--- src/core/fda_consts.svh ---
// Purpose: Constants of the fan drive alarm manager
// Assumes: Included by bare name, guarded against double inclusion
// Notes: Offsets are register numbers, codes are alarm code values
`ifndef FDA_CONSTS_SVH
`define FDA_CONSTS_SVH

// ****************************************
// Holding register numbers
// ****************************************
`define FDA_HR_RESET 8'h00
`define FDA_HR_INPUT_TYPE 8'h0f
`define FDA_HR_SP_A 8'h15
`define FDA_HR_SP_B 8'h1e
`define FDA_HR_SP_C 8'h27
`define FDA_HR_FAN_MODEL 8'h2c
`define FDA_HR_OUT_FUNC 8'h2e
`define FDA_HR_SP_D 8'h32
`define FDA_HR_COMM_TO 8'h38

// ****************************************
// Input register numbers
// ****************************************
`define FDA_IR_FW 8'h00
`define FDA_IR_MODEL 8'h01
`define FDA_IR_PRIM 8'h0a
`define FDA_IR_SEC 8'h11

// ****************************************
// Reset values and command values
// ****************************************
`define FDA_HR_RST 16'h0000
`define FDA_RESET_CMD 16'h0001
`define FDA_OUT_FUNC_ALARM 16'h0001

// ****************************************
// Alarm codes
// ****************************************
`define FDA_P_NONE 8'h00
`define FDA_P_MEM 8'h01
`define FDA_P_SHORT 8'h02
`define FDA_P_SYNC 8'h03
`define FDA_P_POWER 8'h04
`define FDA_S_NONE 8'h00
`define FDA_S_SUPPLY 8'h01
`define FDA_S_BUS_OV 8'h20
`define FDA_S_BUS_UV 8'h21
`define FDA_S_RELAY 8'h22
`define FDA_S_PHASE_U 8'h31
`define FDA_S_PHASE_V 8'h32
`define FDA_S_PHASE_W 8'h33
`define FDA_S_START_OC 8'h34
`define FDA_S_OVERTEMP 8'h71
`define FDA_S_COMM 8'hff

// ****************************************
// Timing and counts
// ****************************************
`define FDA_CLK_NS 10
`define FDA_SEC_NS 1000000000
`define FDA_RESTART_S 5
`define FDA_SYNC_TRIES 4'h5
`define FDA_RATING_MAX 2'h3

`endif

--- src/core/fda_pkg.sv ---
// Purpose: Types of the fan drive alarm manager
// Assumes: Constants come from fda_consts.svh
// Notes: None
package fda_pkg;

  typedef enum logic [1:0] {
    ST_RUN = 2'b00,
    ST_AUTO = 2'b01,
    ST_BLOCK = 2'b10
  } fda_state_e;

  typedef struct packed {
    logic [7:0] prim;
    logic [7:0] sec;
    logic blocking;
  } fda_alarm_s;

  typedef struct packed {
    logic wr;
    logic rd;
    logic holding;
    logic [7:0] addr;
    logic [15:0] data;
  } fda_req_s;

  typedef struct packed {
    logic memErr;
    logic shortCirc;
    logic syncLoss;
    logic supplyOut;
    logic busOver;
    logic busUnder;
    logic relayOpen;
    logic [2:0] phaseMissing;
    logic startOverCur;
    logic overTemp;
  } fda_fault_s;

endpackage

--- src/core/fda_sec_timer.sv ---
// Purpose: One-shot timer counting whole seconds
// Assumes: CYC_PER_SEC of at least 2
// Notes: A start pulse reloads it; zero seconds never expires
`timescale 1ns/10ps
`include "fda_consts.svh"
module fda_sec_timer #(
  parameter int CYC_PER_SEC = `FDA_SEC_NS / `FDA_CLK_NS,
  parameter int SEC_W = 16
) (
  // Clock and reset
  input wire logic clk,
  input wire logic nrst,
  input wire logic ce,
  // Control
  input wire logic start,
  input wire logic [SEC_W-1:0] seconds,
  output logic expired
);
  localparam int PW = $clog2(CYC_PER_SEC);
  localparam logic [PW-1:0] PRE_LAST = PW'(CYC_PER_SEC - 1);

  logic [PW-1:0] pre;
  logic [PW-1:0] next_pre;
  logic [SEC_W-1:0] left;
  logic [SEC_W-1:0] next_left;
  logic run;
  logic next_run;
  logic next_expired;

  always_comb begin
    next_pre = pre;
    next_left = left;
    next_run = run;
    next_expired = 1'b0;
    if (start) begin
      next_pre = '0;
      next_left = seconds;
      next_run = (seconds != '0);
    end else if (run) begin
      if (pre == PRE_LAST) begin
        next_pre = '0;
        next_left = left - 1'b1;
        if (left == SEC_W'(1)) begin
          next_run = 1'b0;
          next_expired = 1'b1;
        end
      end else begin
        next_pre = pre + 1'b1;
      end
    end
  end

  always_ff @(posedge clk or negedge nrst) begin
    if (!nrst) begin
      pre <= '0;
      left <= '0;
      run <= 1'b0;
      expired <= 1'b0;
    end else if (ce) begin
      pre <= next_pre;
      left <= next_left;
      run <= next_run;
      expired <= next_expired;
    end
  end
endmodule

--- src/core/fda_alarm_manager.sv ---
// Purpose: Alarm manager of a fan motor drive with decoded register port
// Assumes: Register requests arrive already decoded from the serial link
// Notes: Power stage, PID and LED patterns live elsewhere
`timescale 1ns/10ps
`include "fda_consts.svh"
module fda_alarm_manager #(
  parameter logic [1:0] RATING = 2'h0,
  parameter logic [15:0] FW_VERSION = 16'h0100,  // Arbitrary value
  parameter logic [15:0] MODEL_CODE = 16'h1234,  // Arbitrary value
  parameter logic [15:0] FAN_MODEL = 16'h0001,
  parameter int CYC_PER_SEC = `FDA_SEC_NS / `FDA_CLK_NS,
  parameter logic [15:0] RESTART_S = 16'(`FDA_RESTART_S)
) (
  // Clock and reset
  input wire logic clk,
  input wire logic nrst,
  input wire logic ce,
  // Register access
  input wire fda_pkg::fda_req_s req,
  output logic [15:0] rdData,
  output logic rdValid,
  // Drive status
  input wire fda_pkg::fda_fault_s faults,
  input wire logic motorRunning,
  input wire logic analogZero,
  // Drive control
  output logic motorEnable,
  output logic restartReq,
  output logic alarmOut,
  output logic alarmActive
);
  import fda_pkg::*;

  // ****************************************
  // Helper functions
  // ****************************************
  function automatic logic isAnalog(input logic [15:0] t);
    isAnalog = (t == 16'h0001) || (t == 16'h0004) || (t == 16'h0007) || (t == 16'h000a);
  endfunction

  function automatic logic isFixed(input logic [15:0] t);
    isFixed = (t == 16'h0002) || (t == 16'h0006) || (t == 16'h0009) || (t == 16'h000c);
  endfunction

  // Setpoint slot of an address, 3'h4 when none
  function automatic logic [2:0] spSlot(input logic [7:0] a);
    case (a)
      `FDA_HR_SP_A: spSlot = 3'h0;
      `FDA_HR_SP_B: spSlot = 3'h1;
      `FDA_HR_SP_C: spSlot = 3'h2;
      `FDA_HR_SP_D: spSlot = 3'h3;
      default: spSlot = 3'h4;
    endcase
  endfunction

  // Highest-priority active fault, blocking ones first
  function automatic fda_alarm_s pickAlarm(input fda_fault_s f, input logic syncBlk,
                                           input logic comm, input logic stopped);
    pickAlarm = '{`FDA_P_NONE, `FDA_S_NONE, 1'b0};
    if (f.memErr) begin
      pickAlarm = '{`FDA_P_MEM, `FDA_S_NONE, 1'b1};
    end else if (f.shortCirc) begin
      pickAlarm = '{`FDA_P_SHORT, `FDA_S_NONE, 1'b1};
    end else if (f.syncLoss && syncBlk) begin
      pickAlarm = '{`FDA_P_SYNC, `FDA_S_NONE, 1'b1};
    end else if (f.phaseMissing[0]) begin
      pickAlarm = '{`FDA_P_POWER, `FDA_S_PHASE_U, 1'b1};
    end else if (f.phaseMissing[1]) begin
      pickAlarm = '{`FDA_P_POWER, `FDA_S_PHASE_V, 1'b1};
    end else if (f.phaseMissing[2]) begin
      pickAlarm = '{`FDA_P_POWER, `FDA_S_PHASE_W, 1'b1};
    end else if (comm) begin
      pickAlarm = '{`FDA_P_POWER, `FDA_S_COMM, 1'b1};
    end else if (f.syncLoss) begin
      pickAlarm = '{`FDA_P_SYNC, `FDA_S_NONE, 1'b0};
    end else if (f.supplyOut && stopped) begin
      pickAlarm = '{`FDA_P_POWER, `FDA_S_SUPPLY, 1'b0};
    end else if (f.busOver) begin
      pickAlarm = '{`FDA_P_POWER, `FDA_S_BUS_OV, 1'b0};
    end else if (f.busUnder) begin
      pickAlarm = '{`FDA_P_POWER, `FDA_S_BUS_UV, 1'b0};
    end else if (f.relayOpen) begin
      pickAlarm = '{`FDA_P_POWER, `FDA_S_RELAY, 1'b0};
    end else if (f.startOverCur) begin
      pickAlarm = '{`FDA_P_POWER, `FDA_S_START_OC, 1'b0};
    end else if (f.overTemp) begin
      pickAlarm = '{`FDA_P_POWER, `FDA_S_OVERTEMP, 1'b0};
    end
  endfunction

  // ****************************************
  // Holding registers
  // ****************************************
  logic [15:0] resetReg;
  logic [15:0] next_resetReg;
  logic [15:0] inputType;
  logic [15:0] next_inputType;
  logic [15:0] outFunc;
  logic [15:0] next_outFunc;
  logic [15:0] commTo;
  logic [15:0] next_commTo;
  logic [15:0] sp [4];
  logic [15:0] next_sp [4];
  logic [15:0] next_rdData;
  logic next_rdValid;
  logic commKick;
  logic next_commKick;
  logic fixedClr;
  logic [2:0] wrSlot;
  logic [2:0] rdSlot;
  logic [15:0] restWithWr [4];
  fda_alarm_s cur;

  assign wrSlot = spSlot(req.addr);
  assign rdSlot = spSlot(req.addr);

  always_comb begin
    next_resetReg = resetReg;
    next_inputType = inputType;
    next_outFunc = outFunc;
    next_commTo = commTo;
    next_sp = sp;
    restWithWr = sp;
    fixedClr = 1'b0;
    // Reset command is one-shot and reads back as zero afterwards
    if (resetReg == `FDA_RESET_CMD) begin
      next_resetReg = `FDA_HR_RST;
    end
    if (req.wr && req.holding) begin
      case (req.addr)
        `FDA_HR_RESET: next_resetReg = req.data;
        `FDA_HR_INPUT_TYPE: next_inputType = req.data;
        `FDA_HR_OUT_FUNC: next_outFunc = req.data;
        `FDA_HR_COMM_TO: next_commTo = req.data;
        default: next_resetReg = next_resetReg;
      endcase
      if (wrSlot != 3'h4) begin
        next_sp[wrSlot[1:0]] = req.data;
        restWithWr[wrSlot[1:0]] = req.data;
        // Clear only on the write that leaves all four at zero
        fixedClr = isFixed(inputType) && (req.data == 16'h0000) &&
                   (restWithWr[0] == 16'h0000) && (restWithWr[1] == 16'h0000) &&
                   (restWithWr[2] == 16'h0000) && (restWithWr[3] == 16'h0000);
      end
    end
    next_commKick = req.wr || req.rd;
  end

  // ****************************************
  // Read port
  // ****************************************
  always_comb begin
    next_rdValid = req.rd;
    next_rdData = 16'h0000;
    if (req.rd && req.holding) begin
      case (req.addr)
        `FDA_HR_RESET: next_rdData = resetReg;
        `FDA_HR_INPUT_TYPE: next_rdData = inputType;
        `FDA_HR_OUT_FUNC: next_rdData = outFunc;
        `FDA_HR_COMM_TO: next_rdData = commTo;
        `FDA_HR_FAN_MODEL: next_rdData = FAN_MODEL;
        default: next_rdData = (rdSlot != 3'h4) ? sp[rdSlot[1:0]] : 16'h0000;
      endcase
    end else if (req.rd) begin
      case (req.addr)
        `FDA_IR_FW: next_rdData = FW_VERSION;
        `FDA_IR_MODEL: next_rdData = MODEL_CODE;
        `FDA_IR_PRIM: next_rdData = {8'h00, cur.prim};
        `FDA_IR_SEC: next_rdData = {8'h00, cur.sec};
        default: next_rdData = 16'h0000;
      endcase
    end
  end

  // ****************************************
  // Alarm state machine
  // ****************************************
  fda_state_e state;
  fda_state_e next_state;
  fda_alarm_s next_cur;
  fda_alarm_s found;
  logic [3:0] syncTries;
  logic [3:0] next_syncTries;
  logic commLost;
  logic next_commLost;
  logic next_motorEnable;
  logic next_restartReq;
  logic next_alarmOut;
  logic restartStart;
  logic next_restartStart;
  logic restartDone;
  logic commExpired;
  logic clearReq;
  logic syncBlk;

  // Retry budget only exists on the largest rating
  assign syncBlk = (RATING == `FDA_RATING_MAX) && (syncTries >= `FDA_SYNC_TRIES);
  assign clearReq = (resetReg == `FDA_RESET_CMD) ||
                    (isAnalog(inputType) && analogZero) ||
                    fixedClr;
  assign found = pickAlarm(faults, syncBlk, commLost, !motorRunning);

  always_comb begin
    next_state = state;
    next_cur = cur;
    next_syncTries = syncTries;
    next_restartReq = 1'b0;
    next_restartStart = 1'b0;
    // Expiry wins over a same-cycle clear so the loss is never missed
    next_commLost = commExpired ? 1'b1 : (clearReq ? 1'b0 : commLost);
    case (state)
      ST_RUN: begin
        if (found.prim != `FDA_P_NONE) begin
          next_cur = found;
          next_state = found.blocking ? ST_BLOCK : ST_AUTO;
          next_restartStart = !found.blocking;
        end
      end
      ST_AUTO: begin
        if (found.blocking) begin
          next_cur = found;
          next_state = ST_BLOCK;
        end else if (clearReq) begin
          next_cur = '{`FDA_P_NONE, `FDA_S_NONE, 1'b0};
          next_state = ST_RUN;
          next_syncTries = 4'h0;
        end else if ((cur.sec == `FDA_S_OVERTEMP) && !faults.overTemp) begin
          next_cur = '{`FDA_P_NONE, `FDA_S_NONE, 1'b0};
          next_state = ST_RUN;
          next_restartReq = 1'b1;
        end else if (restartDone) begin
          next_cur = '{`FDA_P_NONE, `FDA_S_NONE, 1'b0};
          next_state = ST_RUN;
          next_restartReq = 1'b1;
          if (cur.prim == `FDA_P_SYNC && syncTries != 4'hf) begin
            next_syncTries = syncTries + 4'h1;
          end
        end
      end
      ST_BLOCK: begin
        if (clearReq) begin
          next_cur = '{`FDA_P_NONE, `FDA_S_NONE, 1'b0};
          next_state = ST_RUN;
          next_syncTries = 4'h0;
          next_commLost = commExpired;
        end
      end
      default: begin
        next_state = ST_BLOCK;
      end
    endcase
    next_motorEnable = (next_state == ST_RUN);
    next_alarmOut = (outFunc == `FDA_OUT_FUNC_ALARM) && (next_state != ST_RUN);
  end

  // ****************************************
  // Timers
  // ****************************************
  fda_sec_timer #(
    .CYC_PER_SEC(CYC_PER_SEC),
    .SEC_W(16)
  ) restartTimer (
    .clk(clk),
    .nrst(nrst),
    .ce(ce),
    .start(restartStart),
    .seconds(RESTART_S),
    .expired(restartDone)
  );

  // Any register traffic rearms; zero seconds keeps it idle
  fda_sec_timer #(
    .CYC_PER_SEC(CYC_PER_SEC),
    .SEC_W(16)
  ) commTimer (
    .clk(clk),
    .nrst(nrst),
    .ce(ce),
    .start(commKick),
    .seconds(commTo),
    .expired(commExpired)
  );

  // ****************************************
  // Registers
  // ****************************************
  always_ff @(posedge clk or negedge nrst) begin
    if (!nrst) begin
      resetReg <= `FDA_HR_RST;
      inputType <= `FDA_HR_RST;
      outFunc <= `FDA_HR_RST;
      commTo <= `FDA_HR_RST;
      sp <= '{default: `FDA_HR_RST};
      commKick <= 1'b0;
      rdData <= 16'h0000;
      rdValid <= 1'b0;
      state <= ST_RUN;
      cur <= '{`FDA_P_NONE, `FDA_S_NONE, 1'b0};
      syncTries <= 4'h0;
      commLost <= 1'b0;
      motorEnable <= 1'b0;
      restartReq <= 1'b0;
      restartStart <= 1'b0;
      alarmOut <= 1'b0;
      alarmActive <= 1'b0;
    end else if (ce) begin
      resetReg <= next_resetReg;
      inputType <= next_inputType;
      outFunc <= next_outFunc;
      commTo <= next_commTo;
      sp <= next_sp;
      commKick <= next_commKick;
      rdData <= next_rdData;
      rdValid <= next_rdValid;
      state <= next_state;
      cur <= next_cur;
      syncTries <= next_syncTries;
      commLost <= next_commLost;
      motorEnable <= next_motorEnable;
      restartReq <= next_restartReq;
      restartStart <= next_restartStart;
      alarmOut <= next_alarmOut;
      alarmActive <= (next_state != ST_RUN);
    end
  end
endmodule

--- config.mk ---
export PLATFORM = sky130hd
export DESIGN_NAME = fda_alarm_manager
export DESIGN_NICKNAME = d
export VERILOG_FILES = /design/src/core/fda_pkg.sv /design/src/core/fda_sec_timer.sv /design/src/core/fda_alarm_manager.sv
export VERILOG_INCLUDE_DIRS = /design/src /design/src/core
export SDC_FILE = /design/constraint.sdc
export NUM_CORES = 1
export LEC_CHECK = 0
export BUFFER_PORTS_ARGS = -buffer_cell sky130_fd_sc_hd__buf_2
export CAP_MARGIN = 10
export CORE_UTILIZATION = 25
export CTS_CLUSTER_SIZE = 40
export DETAILED_ROUTE_END_ITERATION = 12
export PLACE_DENSITY_LB_ADDON = 0.1
export SLEW_MARGIN = 20
export SYNTH_ARGS = -nofsm -noshare
export SYNTH_HDL_FRONTEND = slang
export SYNTH_HIERARCHICAL = 1
export SYNTH_SLANG_ARGS = --single-unit
--- constraint.sdc ---
create_clock -name clk -period 2.5 [get_ports clk]
set_clock_uncertainty 0.1 [all_clocks]
set_input_delay 0.125 -clock clk [delete_from_list [all_inputs] [get_ports clk]]
set_output_delay 0.125 -clock clk [all_outputs]
set_load 0.02 [all_outputs]
# After elaboration in Yosys (flattened, before gate mapping)
# Cells that the tools add are included.
op_classes:
  add_sub_neg: 4
  n_lt_le_gt_ge: 2
  eq_ne: 32
  mux: 84
  bitwise_logic: 1
  reduce_logical: 49
ops:
  columns: ["operator", "count"]
  rows:
  - ["$mux W16", 14]
  - ["$mux W27", 6]
  - ["$mux W12", 13]
  - ["$mux W17", 6]
  - ["$eq A16 B1 Y1 const B", 5]
  - ["$logic_not A16 Y1", 5]
  - ["$pmux W16 S5", 1]
  - ["$bwmux W64", 1]
  - ["$add A27 B1 Y27 const B", 2]
  - ["$eq A27 B27 Y1 const B", 2]
  - ["$pmux W13 S4", 1]
  - ["$pmux W17 S3", 1]
  - ["$eq A16 B3 Y1 const B", 3]
  - ["$eq A16 B4 Y1 const B", 3]
  - ["$eq A8 B6 Y1 const B", 5]
  - ["$bmux W16 S2", 1]
  - ["$demux W16 S2", 1]
  - ["$sub A16 B1 Y16 const B", 2]
  - ["$mux W1", 29]
  - ["$eq A8 B5 Y1 const B", 3]
  - ["$reduce_and A3 Y1", 6]
  - ["$eq A16 B2 Y1 const B", 1]
  - ["$eq A8 B4 Y1 const B", 2]
  - ["$reduce_bool A16 Y1", 1]
  - ["24 further kinds", 58]
totals:
  register_bits: 260
  wordCells: 200

# Longest topological paths before layout
# Gate-level depths: netlist of the first run.
logic_depth:
  depth_word: 21
  ltp_mapped: 10
  mapped_depth_nobuf: 8

# By module
# Netlist of the first run, hierarchy kept.
by_module_without_submodules:
  columns: ["module", "n_inst", "cells_each", "area_each_um2", "seq_area_each_um2"]
  rows:
  - ["fda_alarm_manager", 1, 697, 8206.6, 4103.9]
  - ["fda_sec_timer at commTimer", 1, 326, 2937.8, 1126.1]
  - ["fda_sec_timer at restartTimer", 1, 305, 2683.8, 1126.1]

# Least setup slack after synthesis of the first run
# OpenSTA, ideal clock, no wires.
synth_timing:
  kind: "register -> register"
  startpoint: "register commLost"
  endpoint: "register cur[5] (netlist name)"
  arrival_time_ns: 2.201
  setup_slack_ns: 0.074
  path_stages_with_launch: 7
  path_cell_list: "dfrtp_1 > nor4_1 > nand2_1 > and3_1 > a211oi_1 > o21ai_4 > mux2_4"
synth_via:
  elab_chain_cells: 9
synth_rtl:
  columns: ["item", "line", "source"]
  rows:
  - ["start: declaration", "fda_alarm_manager.sv:184", "logic commLost;"]
  - ["start signal: assignment", "fda_alarm_manager.sv:318", "commLost <= next_commLost;"]
  - ["$mux W12 (*)", "fda_alarm_manager.sv:72", "end else if (comm) begin"]
  - ["$mux W12 (*)", "fda_alarm_manager.sv:70", "end else if (f.phaseMissing[2]) begin"]
  - ["$mux W12 (*)", "fda_alarm_manager.sv:68", "end else if (f.phaseMissing[1]) begin"]
  - ["$mux W12 (*)", "fda_alarm_manager.sv:66", "end else if (f.phaseMissing[0]) begin"]
  - ["$mux W12 (*)", "fda_alarm_manager.sv:62", "end else if (f.shortCirc) begin"]
  - ["$mux W12 (*)", "fda_alarm_manager.sv:60", "if (f.memErr) begin"]
  - ["$reduce_bool A8 Y1 (no line)", null, null]
  - ["$ne A2 B2 Y1 (no line)", null, null]
  - ["$reduce_and A5 Y1 (no line)", null, null]
  - ["end signal: assignment", "fda_alarm_manager.sv:298", "cur <= '{`FDA_P_NONE, `FDA_S_NONE, 1'b0};"]
  - ["end signal: assignment", "fda_alarm_manager.sv:316", "cur <= next_cur;"]
  - ["end: declaration", "fda_alarm_manager.sv:112", "fda_alarm_s cur;"]
# Every way passes the cells marked *; elsewhere a longest branch is shown, timed or not. The select of a mux whose other input is x is not followed.
# A chain may end at the register's enable or synchronous reset.

# Worst setup path in the final report of the first run
layout_timing:
  startpoint: "register sp[55] (netlist name)"
  endpoint: "register cur[5] (netlist name)"
layout_via:
  elab_chain_cells: 12
layout_rtl:
  columns: ["item", "line", "source"]
  rows:
  - ["start: declaration", "fda_alarm_manager.sv:102", "logic [15:0] sp [4];"]
  - ["start signal: assignment", "fda_alarm_manager.sv:311", "sp <= next_sp;"]
  - ["$bwmux W64 (*)", "fda_alarm_manager.sv:139", "restWithWr[wrSlot[1:0]] = req.data;"]
  - ["$logic_not A16 Y1 (*)", "fda_alarm_manager.sv:142", "(restWithWr[0] == 16'h0000) && (restWithWr[1] == 16'h0000) &&"]
  - ["$logic_and A1 B1 Y1 (*)", "fda_alarm_manager.sv:141", "fixedClr = isFixed(inputType) && (req.data == 16'h0000) &&"]
  - ["$logic_and A1 B1 Y1 (*) (2 in series)", "fda_alarm_manager.sv:142", null]
  - ["$logic_and A1 B1 Y1 (*)", "fda_alarm_manager.sv:143", "(restWithWr[2] == 16'h0000) && (restWithWr[3] == 16'h0000);"]
  - ["$mux W1 (*)", "fda_alarm_manager.sv:137", "if (wrSlot != 3'h4) begin"]
  - ["$mux W1 (*)", "fda_alarm_manager.sv:129", "if (req.wr && req.holding) begin"]
  - ["$logic_or A1 B1 Y1 (*)", "fda_alarm_manager.sv:198", "assign clearReq = (resetReg == `FDA_RESET_CMD) ||"]
  - ["$mux W17", "fda_alarm_manager.sv:223", "end else if (clearReq) begin"]
  - ["$mux W17", "fda_alarm_manager.sv:220", "if (found.blocking) begin"]
  - ["$pmux W17 S3", "fda_alarm_manager.sv:211", "case (state)"]
# Every way passes the cells marked *; elsewhere a longest branch is shown, timed or not.

==> results by group, run 1 <==
Run status
  • Outcome: complete, no violations

Place
  • Port buffer count: 64
  • Final estimated routing congestion in global placement: 0.829
  • DP Area: 16100 sq um
  • Placed insts: 2200
  • Detailed Place HPWL: 35200 um

Worst setup path
  • Worst reg2reg path depth: 9
  • Nature of the critical path startpoint: flop
  • Category of the critical setup timing path: flop to flop
  • Largest driver fanout on the critical path: 10
  • Sort of element at the end of the critical path: flop
  • Crit path arrival time: 2.79 ns
  • Required @ worst endpoint: 2.84 ns

Logic synthesis
  • Cell type with the largest total area after synthesis: sky130_fd_sc_hd__dfrtp_1
  • Synth area leaders: sky130_fd_sc_hd__dfrtp_1 (46%), sky130_fd_sc_hd__mux2_2 (9.3%), sky130_fd_sc_hd__nor2_1 (2.9%)
  • Post-Syn Instances: 1328
  • Post-Syn Area per Cell: 10.4 sq um
  • Area fraction of the dominant cell type after synthesis: 46.0%
  • Post-synth EDFFs: 0
  • Post-synthesis instance area: 13800 sq um
  • Count of distinct cell types in the synthesized netlist: 95
  • Yosys reg bits: 254
  • Share of async-settable or async-resettable flops after synthesis: 100%
  • Synth warnings: 6
  • Share of synthesized area occupied by flip-flops and latches: 46.0%
  • Top_reg_cell synth: sky130_fd_sc_hd__dfrtp_1

Run
  • Total of max-cap violations: 0

Hold path
  • Path category of the worst min-delay check: input pin to async pin

Routing
  • 1st-pass router iterations: 9
  • Total detailed-routing wirelength: 47800 um
  • Antenna Nets Post-Route: 0
  • Post-detailed-route wirelength per cell: 20.8 um
  • DRC marker count from the first detailed-route iteration: 857
  • Via count: 11700
  • Post-detailed-route DRC marker count: 0
  • Per-cell via count in the routed design: 5.12

Floorplanning
  • Starting density of the core: 25.5%
  • Count of standard-cell rows: 85
  • CORE AREA: 54200 sq um
  • Number of I/O pins: 65
  • DIE AREA: 56300 sq um
  • Die span in y: 237 um
  • Chip Width: 237 um

Clock network
  • Maximum buffer depth of the clock tree: 3
  • CTS clk-pin slew, worst paths: 0.06 ns
  • H-Tree Depth: 2
  • Clock Root Buffer: sky130_fd_sc_hd__clkbuf_16
  • Skew-Pair Late Insertion Delay: 0.57 ns
  • TritonCTS clock tree: yes
  • Number of buffers added by the clock tree synthesis step: 36
  • Clk sinks: 254

Final layout
  • Fraction of layout instances using a drive strength above 1: 29.5%
  • Post-route standard cell area excluding fillers: 17700 sq um
  • Synth-to-Final Area Change: 28.3%
  • Count of inserted antenna diode cells: 0
  • Number of non-filler instances in the completed layout: 2294
  • Nets: 1625

Pwr
  • Leakage Power: 7.94 nW
  • Worst supply voltage drop on vdd: 0.395 mV
  • Power density relative to cell area: 643 nW/um^2
  • Total chip power: 11.4 mW

Timing
  • Final-layout worst hold slack: 0.0258 ns
  • Fmax: 409 MHz
  • Tightest slew margin relative to the limit: 45.9%
  • Final period utilization: 97.8%
  • Count of endpoints failing setup in the final report: 0
  • Final Hold Violating Endpoints: 0
  • Transition at the pin with the smallest max-transition slack: 0.811 ns
  • Final Max Tran Viols: 0
  • Unrepaired setup endpoints after global routing: yes
  • Min Tclk post-route: 2.44 ns

GRT
  • Via count of the first global-routing pass: 11800
  • Antenna violations before repair: 3
  • Wire length of the first global-routing pass: 74400 um
  • Largest net degree at the start of global routing: 66
  • Overall global routing resource usage: 17.3%
  • Total congestion overflow: 0
[path summary, 6_finish.rpt]
path                       startpoint               end  slack [ns]
setup / recovery               sp[55]            cur[5]        0.06
hold / removal                   nrst  commTimer/pre[6]        0.03
setup reg to reg               sp[55]            cur[5]        0.06
hold reg to reg            rdData[11]        rdData[11]        0.39
max in group asynchronous        nrst            sp[29]        1.52
min in group clk              req[24]         rdData[6]        0.05
[cells by family (layout without fill, tap and decap cells)]
kind of cell	after synthesis	count (layout)	synth area share (%)
AND/OR/NAND/NOR	519	519	21.9
AO/OA/AOI/OAI	267	267	14.2
flip-flops	254	254	46.0
multiplexers	140	140	11.5
buffers and inverters	93	333	2.76
XOR/XNOR	43	43	2.72
adder cells (fa/ha/maj)	10	10	0.905
other	2	32	0.0543
[layer usage]
metal / track usage (%) / part of all wire, % / vias up
met5: 0 / 0 / -
met4: 5.28 / 2.6 / 0
met3: 2.53 / 3.5 / 65
met2: 26.9 / 45 / 236
met1: 24.7 / 49 / 5888
li1: - / - / 5549
[cell usage after synthesis (all sizes together) (4+ instances only)]
cell type,instances
and4,8
a211oi,4
a21oi,46
nand2b,11
mux2,123
a22o,25
a21boi,6
o2111ai,5
o2bb2ai,12
o21bai,4
o21a,4
nand2,105
nor3b,5
xor2,30
xnor2,13
nand4,36
ha,10
inv,22
nor4b,11
dfrtp,254
o22ai,5
mux2i,17
buf,27
a31oi,21
nor4,64
nor2,110
a21o,6
and4b,4
clkbuf,43
nor2b,15
o211ai,7
o21ai,38
a22oi,25
or3,7
and3,17
nand3,51
a221oi,4
nand4b,5
o31ai,4
nor3,41
or4,13
a222oi,25
and2,4
[layout by cell type, fill, tap and decap left out, types with 7 or more instances in the layout]
cell / instances
sky130_fd_sc_hd__dfrtp_1: 253
sky130_fd_sc_hd__buf_4: 148
sky130_fd_sc_hd__mux2_2: 114
sky130_fd_sc_hd__nor2_1: 107
sky130_fd_sc_hd__nand2_1: 102
sky130_fd_sc_hd__buf_2: 63
sky130_fd_sc_hd__nand3_1: 49
sky130_fd_sc_hd__a21oi_1: 44
sky130_fd_sc_hd__nor4_1: 44
sky130_fd_sc_hd__clkbuf_16: 36
sky130_fd_sc_hd__nand4_1: 34
sky130_fd_sc_hd__nor3_1: 33
sky130_fd_sc_hd__conb_1: 32
sky130_fd_sc_hd__xor2_1: 30
sky130_fd_sc_hd__o21ai_0: 27
sky130_fd_sc_hd__a222oi_1: 25
sky130_fd_sc_hd__a22o_1: 25
sky130_fd_sc_hd__a22oi_1: 24
sky130_fd_sc_hd__dlygate4sd3_1: 24
sky130_fd_sc_hd__inv_1: 22
sky130_fd_sc_hd__a31oi_1: 20
sky130_fd_sc_hd__and3_1: 17
sky130_fd_sc_hd__mux2i_1: 16
sky130_fd_sc_hd__nor2b_1: 15
sky130_fd_sc_hd__xnor2_1: 13
sky130_fd_sc_hd__nor4_2: 12
sky130_fd_sc_hd__o2bb2ai_1: 12
sky130_fd_sc_hd__nand2b_1: 11
sky130_fd_sc_hd__or4_1: 10
sky130_fd_sc_hd__ha_1: 10
sky130_fd_sc_hd__mux2_4: 9
sky130_fd_sc_hd__o21ai_1: 9
sky130_fd_sc_hd__nor4_4: 8
sky130_fd_sc_hd__buf_12: 8
sky130_fd_sc_hd__or3_1: 7
sky130_fd_sc_hd__o211ai_1: 7
sky130_fd_sc_hd__clkbuf_1: 7
sky130_fd_sc_hd__clkinv_2: 7
[state kept, by name, indices dropped and copies added (netlist names), 2 cells and up]
register           count
sp                    64
commTimer/pre         27
restartTimer/pre      27
commTimer/left        16
commTo                16
inputType             16
outFunc               16
rdData                16
resetReg              16
restartTimer/left     16
cur                   10
state                  2
[worst max-delay path, cell delays in order (launching register included)]
cell and delay, ns:
sky130_fd_sc_hd__dfrtp_1 0.40, sky130_fd_sc_hd__nor4_2 0.27, sky130_fd_sc_hd__buf_4 0.15, sky130_fd_sc_hd__nand4_1 0.18
sky130_fd_sc_hd__a31oi_2 0.26, sky130_fd_sc_hd__o2111ai_4 0.16, sky130_fd_sc_hd__nor3_4 0.26, sky130_fd_sc_hd__o21ai_4 0.08
sky130_fd_sc_hd__buf_12 0.17, sky130_fd_sc_hd__mux2_4 0.29
[through the flow]
step                      utilization (%)  TNS, ns  setup slack (ns)
after CTS                            32.5        0           0.00413
after detailed placement             29.7    -2.59            -0.201
after global placement               29.7    -3.40            -0.271
final                                32.7        0            0.0552
after global routing                 32.7   -0.640           -0.0701
after floorplan                         -        0            0.0738
[cell type report]
class                   count  area, sq um
repair buffers            245         1850
multi-input cells        1011         7380
flip-flops and latches    254         6360
clock inverters            16          194
well taps                 696          871
fillers                  5603        36500
inverters                  23         86.3
clock buffers              49         1010
[what timing repair did]
| item | 4_1_cts | 5_1_grt |
|---|---|---|
| buffers inserted | 3 | 2 |
| pin swaps | 5 | 6 |
| hold buffers | 24 | 0 |
| endpoints found under the hold margin | 371 | 0 |
| resized for setup | 13 | 14 |
| endpoints found under the setup margin | 17 | 37 |
[power breakdown]
| part | leakage (nW) | total, mW | switching [mW] | internal [mW] |
|---|---|---|---|---|
| sequential | 3.44 | 4.56 | 0.250 | 4.31 |
| clock | 0.590 | 5.24 | 2.07 | 3.17 |
| combinational | 3.91 | 1.61 | 0.932 | 0.682 |
| total | 7.94 | 11.4 | 3.25 | 8.16 |
(Power assumes the default switching activity.)
==> inputs of run 2 (changes only) <==
--- a/config.mk
+++ b/config.mk
@@ -11,9 +11,11 @@
 export CORE_UTILIZATION = 25
 export CTS_CLUSTER_SIZE = 40
 export DETAILED_ROUTE_END_ITERATION = 12
+export HOLD_SLACK_MARGIN = 0.05
 export PLACE_DENSITY_LB_ADDON = 0.1
 export SLEW_MARGIN = 20
 export SYNTH_ARGS = -nofsm -noshare
 export SYNTH_HDL_FRONTEND = slang
 export SYNTH_HIERARCHICAL = 1
 export SYNTH_SLANG_ARGS = --single-unit
+export TNS_END_PERCENT = 100
==> run 2 against run 1 <==
Net effect: critical path depth unchanged; global-route usage increased by 0.093 points; sequential share of layout area decreased by 0.14 points; sequential power about the same; flip-flop and latch count unchanged; largest power group unchanged; die area unchanged; via count increased by 0.40%; critical path type unchanged; utilization increased by 0.12 points; first-iteration DRC count decreased by 1.1%; final area increased by 0.38%.
==> results by group, run 2 (same netlist as run 1, synthesis figures left out) <==
Final layout
  • Largest Register: sp
  • Top flop regs: sp (64), commTimer/pre (27), restartTimer/pre (27)
  • Commonest cells after routing, fill and taps aside: sky130_fd_sc_hd__dfrtp_1 (253), sky130_fd_sc_hd__buf_4 (148), sky130_fd_sc_hd__mux2_2 (114)
  • Nets: 1630 (+0.31%)
  • Synth-to-Final Area Change: 28.8%
  • Fraction of layout instances using a drive strength above 1: 29.4% (-0.030 points)
  • Count of inserted antenna diode cells: 0 (unchanged)
  • Most common cell after layout, fill and taps aside: sky130_fd_sc_hd__dfrtp_1
  • Number of flip-flops in the largest register: 64 (unchanged)
  • Share of the core filled with cells in the final layout: 32.8% (+0.12 points)

Clock network
  • TritonCTS clock tree: yes
  • Clock Root Buffer: sky130_fd_sc_hd__clkbuf_16
  • Skew-Pair Late Insertion Delay: 0.57 ns (about the same)
  • Number of buffers added by the clock tree synthesis step: 36 (unchanged)
  • Clk sinks: 254 (unchanged)
  • H-Tree Depth: 2 (unchanged)
  • CTS clk-pin slew, worst paths: 0.06 ns (about the same)
  • Maximum buffer depth of the clock tree: 3 (unchanged)

Floorplanning
  • Chip Width: 237 um (unchanged)
  • Count of standard-cell rows: 85 (unchanged)
  • Starting density of the core: 25.5% (unchanged)
  • Number of I/O pins: 65 (unchanged)
  • CORE AREA: 54200 sq um (unchanged)
  • DIE AREA: 56300 sq um (unchanged)
  • Die span in y: 237 um (unchanged)

Worst setup path
  • Largest driver fanout on the critical path: 10 (unchanged)
  • Worst reg2reg path depth: 9 (unchanged)
  • Required @ worst endpoint: 2.84 ns (about the same)
  • Category of the critical setup timing path: flop to flop
  • Reg2reg end: cur[5]
  • Sort of element at the end of the critical path: flop
  • Nature of the critical path startpoint: flop
  • FF-to-FF setup slack: 0.05 ns (about the same)
  • Crit path arrival time: 2.79 ns (about the same)
  • Reg-to-Reg Start: sp[55]

Timing
  • Final Hold Violating Endpoints: 0 (unchanged)
  • Tightest slew margin relative to the limit: 45.4% (-0.57 points)
  • Final period utilization: 98.0% (+0.25 points)
  • Unrepaired setup endpoints after global routing: yes
  • Fmax: 408 MHz (-0.25%)
  • Final-layout worst hold slack: 0.0866 ns (+0.0608 ns)
  • Final Max Tran Viols: 0 (unchanged)
  • Min Tclk post-route: 2.45 ns (+0.00621 ns)
  • Count of endpoints failing setup in the final report: 0 (unchanged)
  • Transition at the pin with the smallest max-transition slack: 0.820 ns (+0.00861 ns)

Place
  • Detailed Place HPWL: 35200 um (unchanged)
  • Final estimated routing congestion in global placement: 0.829 (unchanged)
  • Port buffer count: 64 (unchanged)

Hold path
  • Path category of the worst min-delay check: input pin to flop
  • Hold-critical path endpoint: commKick
  • Hold path cells: 3
  • Critical hold path startpoint: ce

Pwr
  • Internal cell power: 8.17 mW (+0.13%)
  • Switching pwr: 3.26 mW (+0.13%)
  • Worst supply voltage drop on vdd: 0.396 mV (+0.13%)
  • Clock network fraction of design power: 45.8% (about the same)
  • Switching fraction of total power: 28.5% (about the same)
  • Leakage Power: 7.97 nW (+0.40%)
  • Power density relative to cell area: 642 nW/um^2 (-0.25%)
  • Gate power share: 14.3% (+0.2 points)
  • Share of total power in sequential cells: 39.9% (about the same)

Routing
  • Per-cell via count in the routed design: 5.13 (+0.18%)
  • Post-detailed-route wirelength per cell: 20.9 um (+0.52%)
  • Post-detailed-route DRC marker count: 0 (unchanged)
  • DRC marker count from the first detailed-route iteration: 848 (-1.1%)
  • Total detailed-routing wirelength: 48100 um (+0.73%)
  • Antenna Nets Post-Route: 0 (unchanged)
  • 1st-pass router iterations: 7 (-2)
  • Via count: 11800 (+0.40%)

GRT
  • Overall global routing resource usage: 17.4% (+0.093 points)
  • Via count of the first global-routing pass: 11800 (+0.19%)
  • Antenna violations before repair: 3 (unchanged)
  • Wire length of the first global-routing pass: 74600 um (+0.38%)
  • Largest net degree at the start of global routing: 66 (unchanged)
  • Total congestion overflow: 0 (unchanged)

Run
  • Total of max-cap violations: 0 (unchanged)

Run status
  • Outcome: complete, no violations
[run 2: changes by cell type in the layout (fill, tap and decap cells not counted)]
cell	previous run	this run
sky130_fd_sc_hd__dlygate4sd3_1	24	28
sky130_fd_sc_hd__buf_16	0	1
[run 2: worst max-delay path, stage by stage (launching register included)]
cell and delay (ns):
sky130_fd_sc_hd__dfrtp_1 0.40, sky130_fd_sc_hd__nor4_2 0.27, sky130_fd_sc_hd__buf_4 0.15, sky130_fd_sc_hd__nand4_1 0.18, sky130_fd_sc_hd__a31oi_2 0.26, sky130_fd_sc_hd__o2111ai_4 0.16, sky130_fd_sc_hd__nor3_4 0.26, sky130_fd_sc_hd__o21ai_4 0.08
sky130_fd_sc_hd__buf_12 0.17, sky130_fd_sc_hd__mux2_4 0.29
[run 2: layout make-up]
type / count / area [sq um]
clock buffer: 49 / 1010
clock inverter: 16 / 194
fill: 5602 / 36400
inverter: 23 / 86.3
multi-input combinational: 1011 / 7380
sequential: 254 / 6360
tap: 696 / 871
timing repair buffer: 250 / 1920
[run 2: routing by layer]
metal	track usage (%)	routed length, um
met5	0	0
met2	26.9	21500
met1	24.9	23600
met3	2.57	1710
met4	5.59	1350
[run 2: how the worst max path moves through the flow]
stage                  start  endpoint  cells after the start
5_1_grt               sp[55]   cur[10]                      9
6_report              sp[55]    cur[5]                      9
3_5_place_dp   inputType[14]    cur[3]                      8
3_3_place_gp   inputType[14]  state[1]                     10
4_1_cts        inputType[11]  state[1]                     10
2_1_floorplan       commLost    cur[5]                      6
[run 2: timing repair]
action	CTS	global route
pin swaps	5	6
gates resized for setup	13	14
setup buffers	3	2
endpoints found under the hold margin	392	0
setup endpoints to repair	17	37
hold buffers	29	0
[run 2: power by group through the flow]
stage | clock [mW] | combinational, mW | sequential [mW]
6_report | 5.24 | 1.63 | 4.56
2_1_floorplan | 0 | 0.915 | 4.56
3_5_place_dp | 0 | 1.54 | 4.62
3_3_place_gp | 0 | 1.53 | 4.62
4_1_cts | 5.43 | 1.64 | 4.55
5_1_grt | 5.57 | 1.81 | 4.59
[run 2: metrics by stage]
step / power (mW) / setup slack (ns) / instance area (sq um) / std cells / TNS (ns)
floorplan: 5.47 / 0.0738 / 13900 / 1358 / 0
CTS: 11.6 / 0.00413 / 17700 / 2297 / 0
global route: 12.0 / -0.0701 / 17800 / 2299 / -0.640
global placement: 6.16 / -0.271 / 16100 / 2200 / -3.40
detailed placement: 6.17 / -0.201 / 16100 / 2200 / -2.59
finish: 11.4 / 0.0490 / 17800 / 2299 / 0
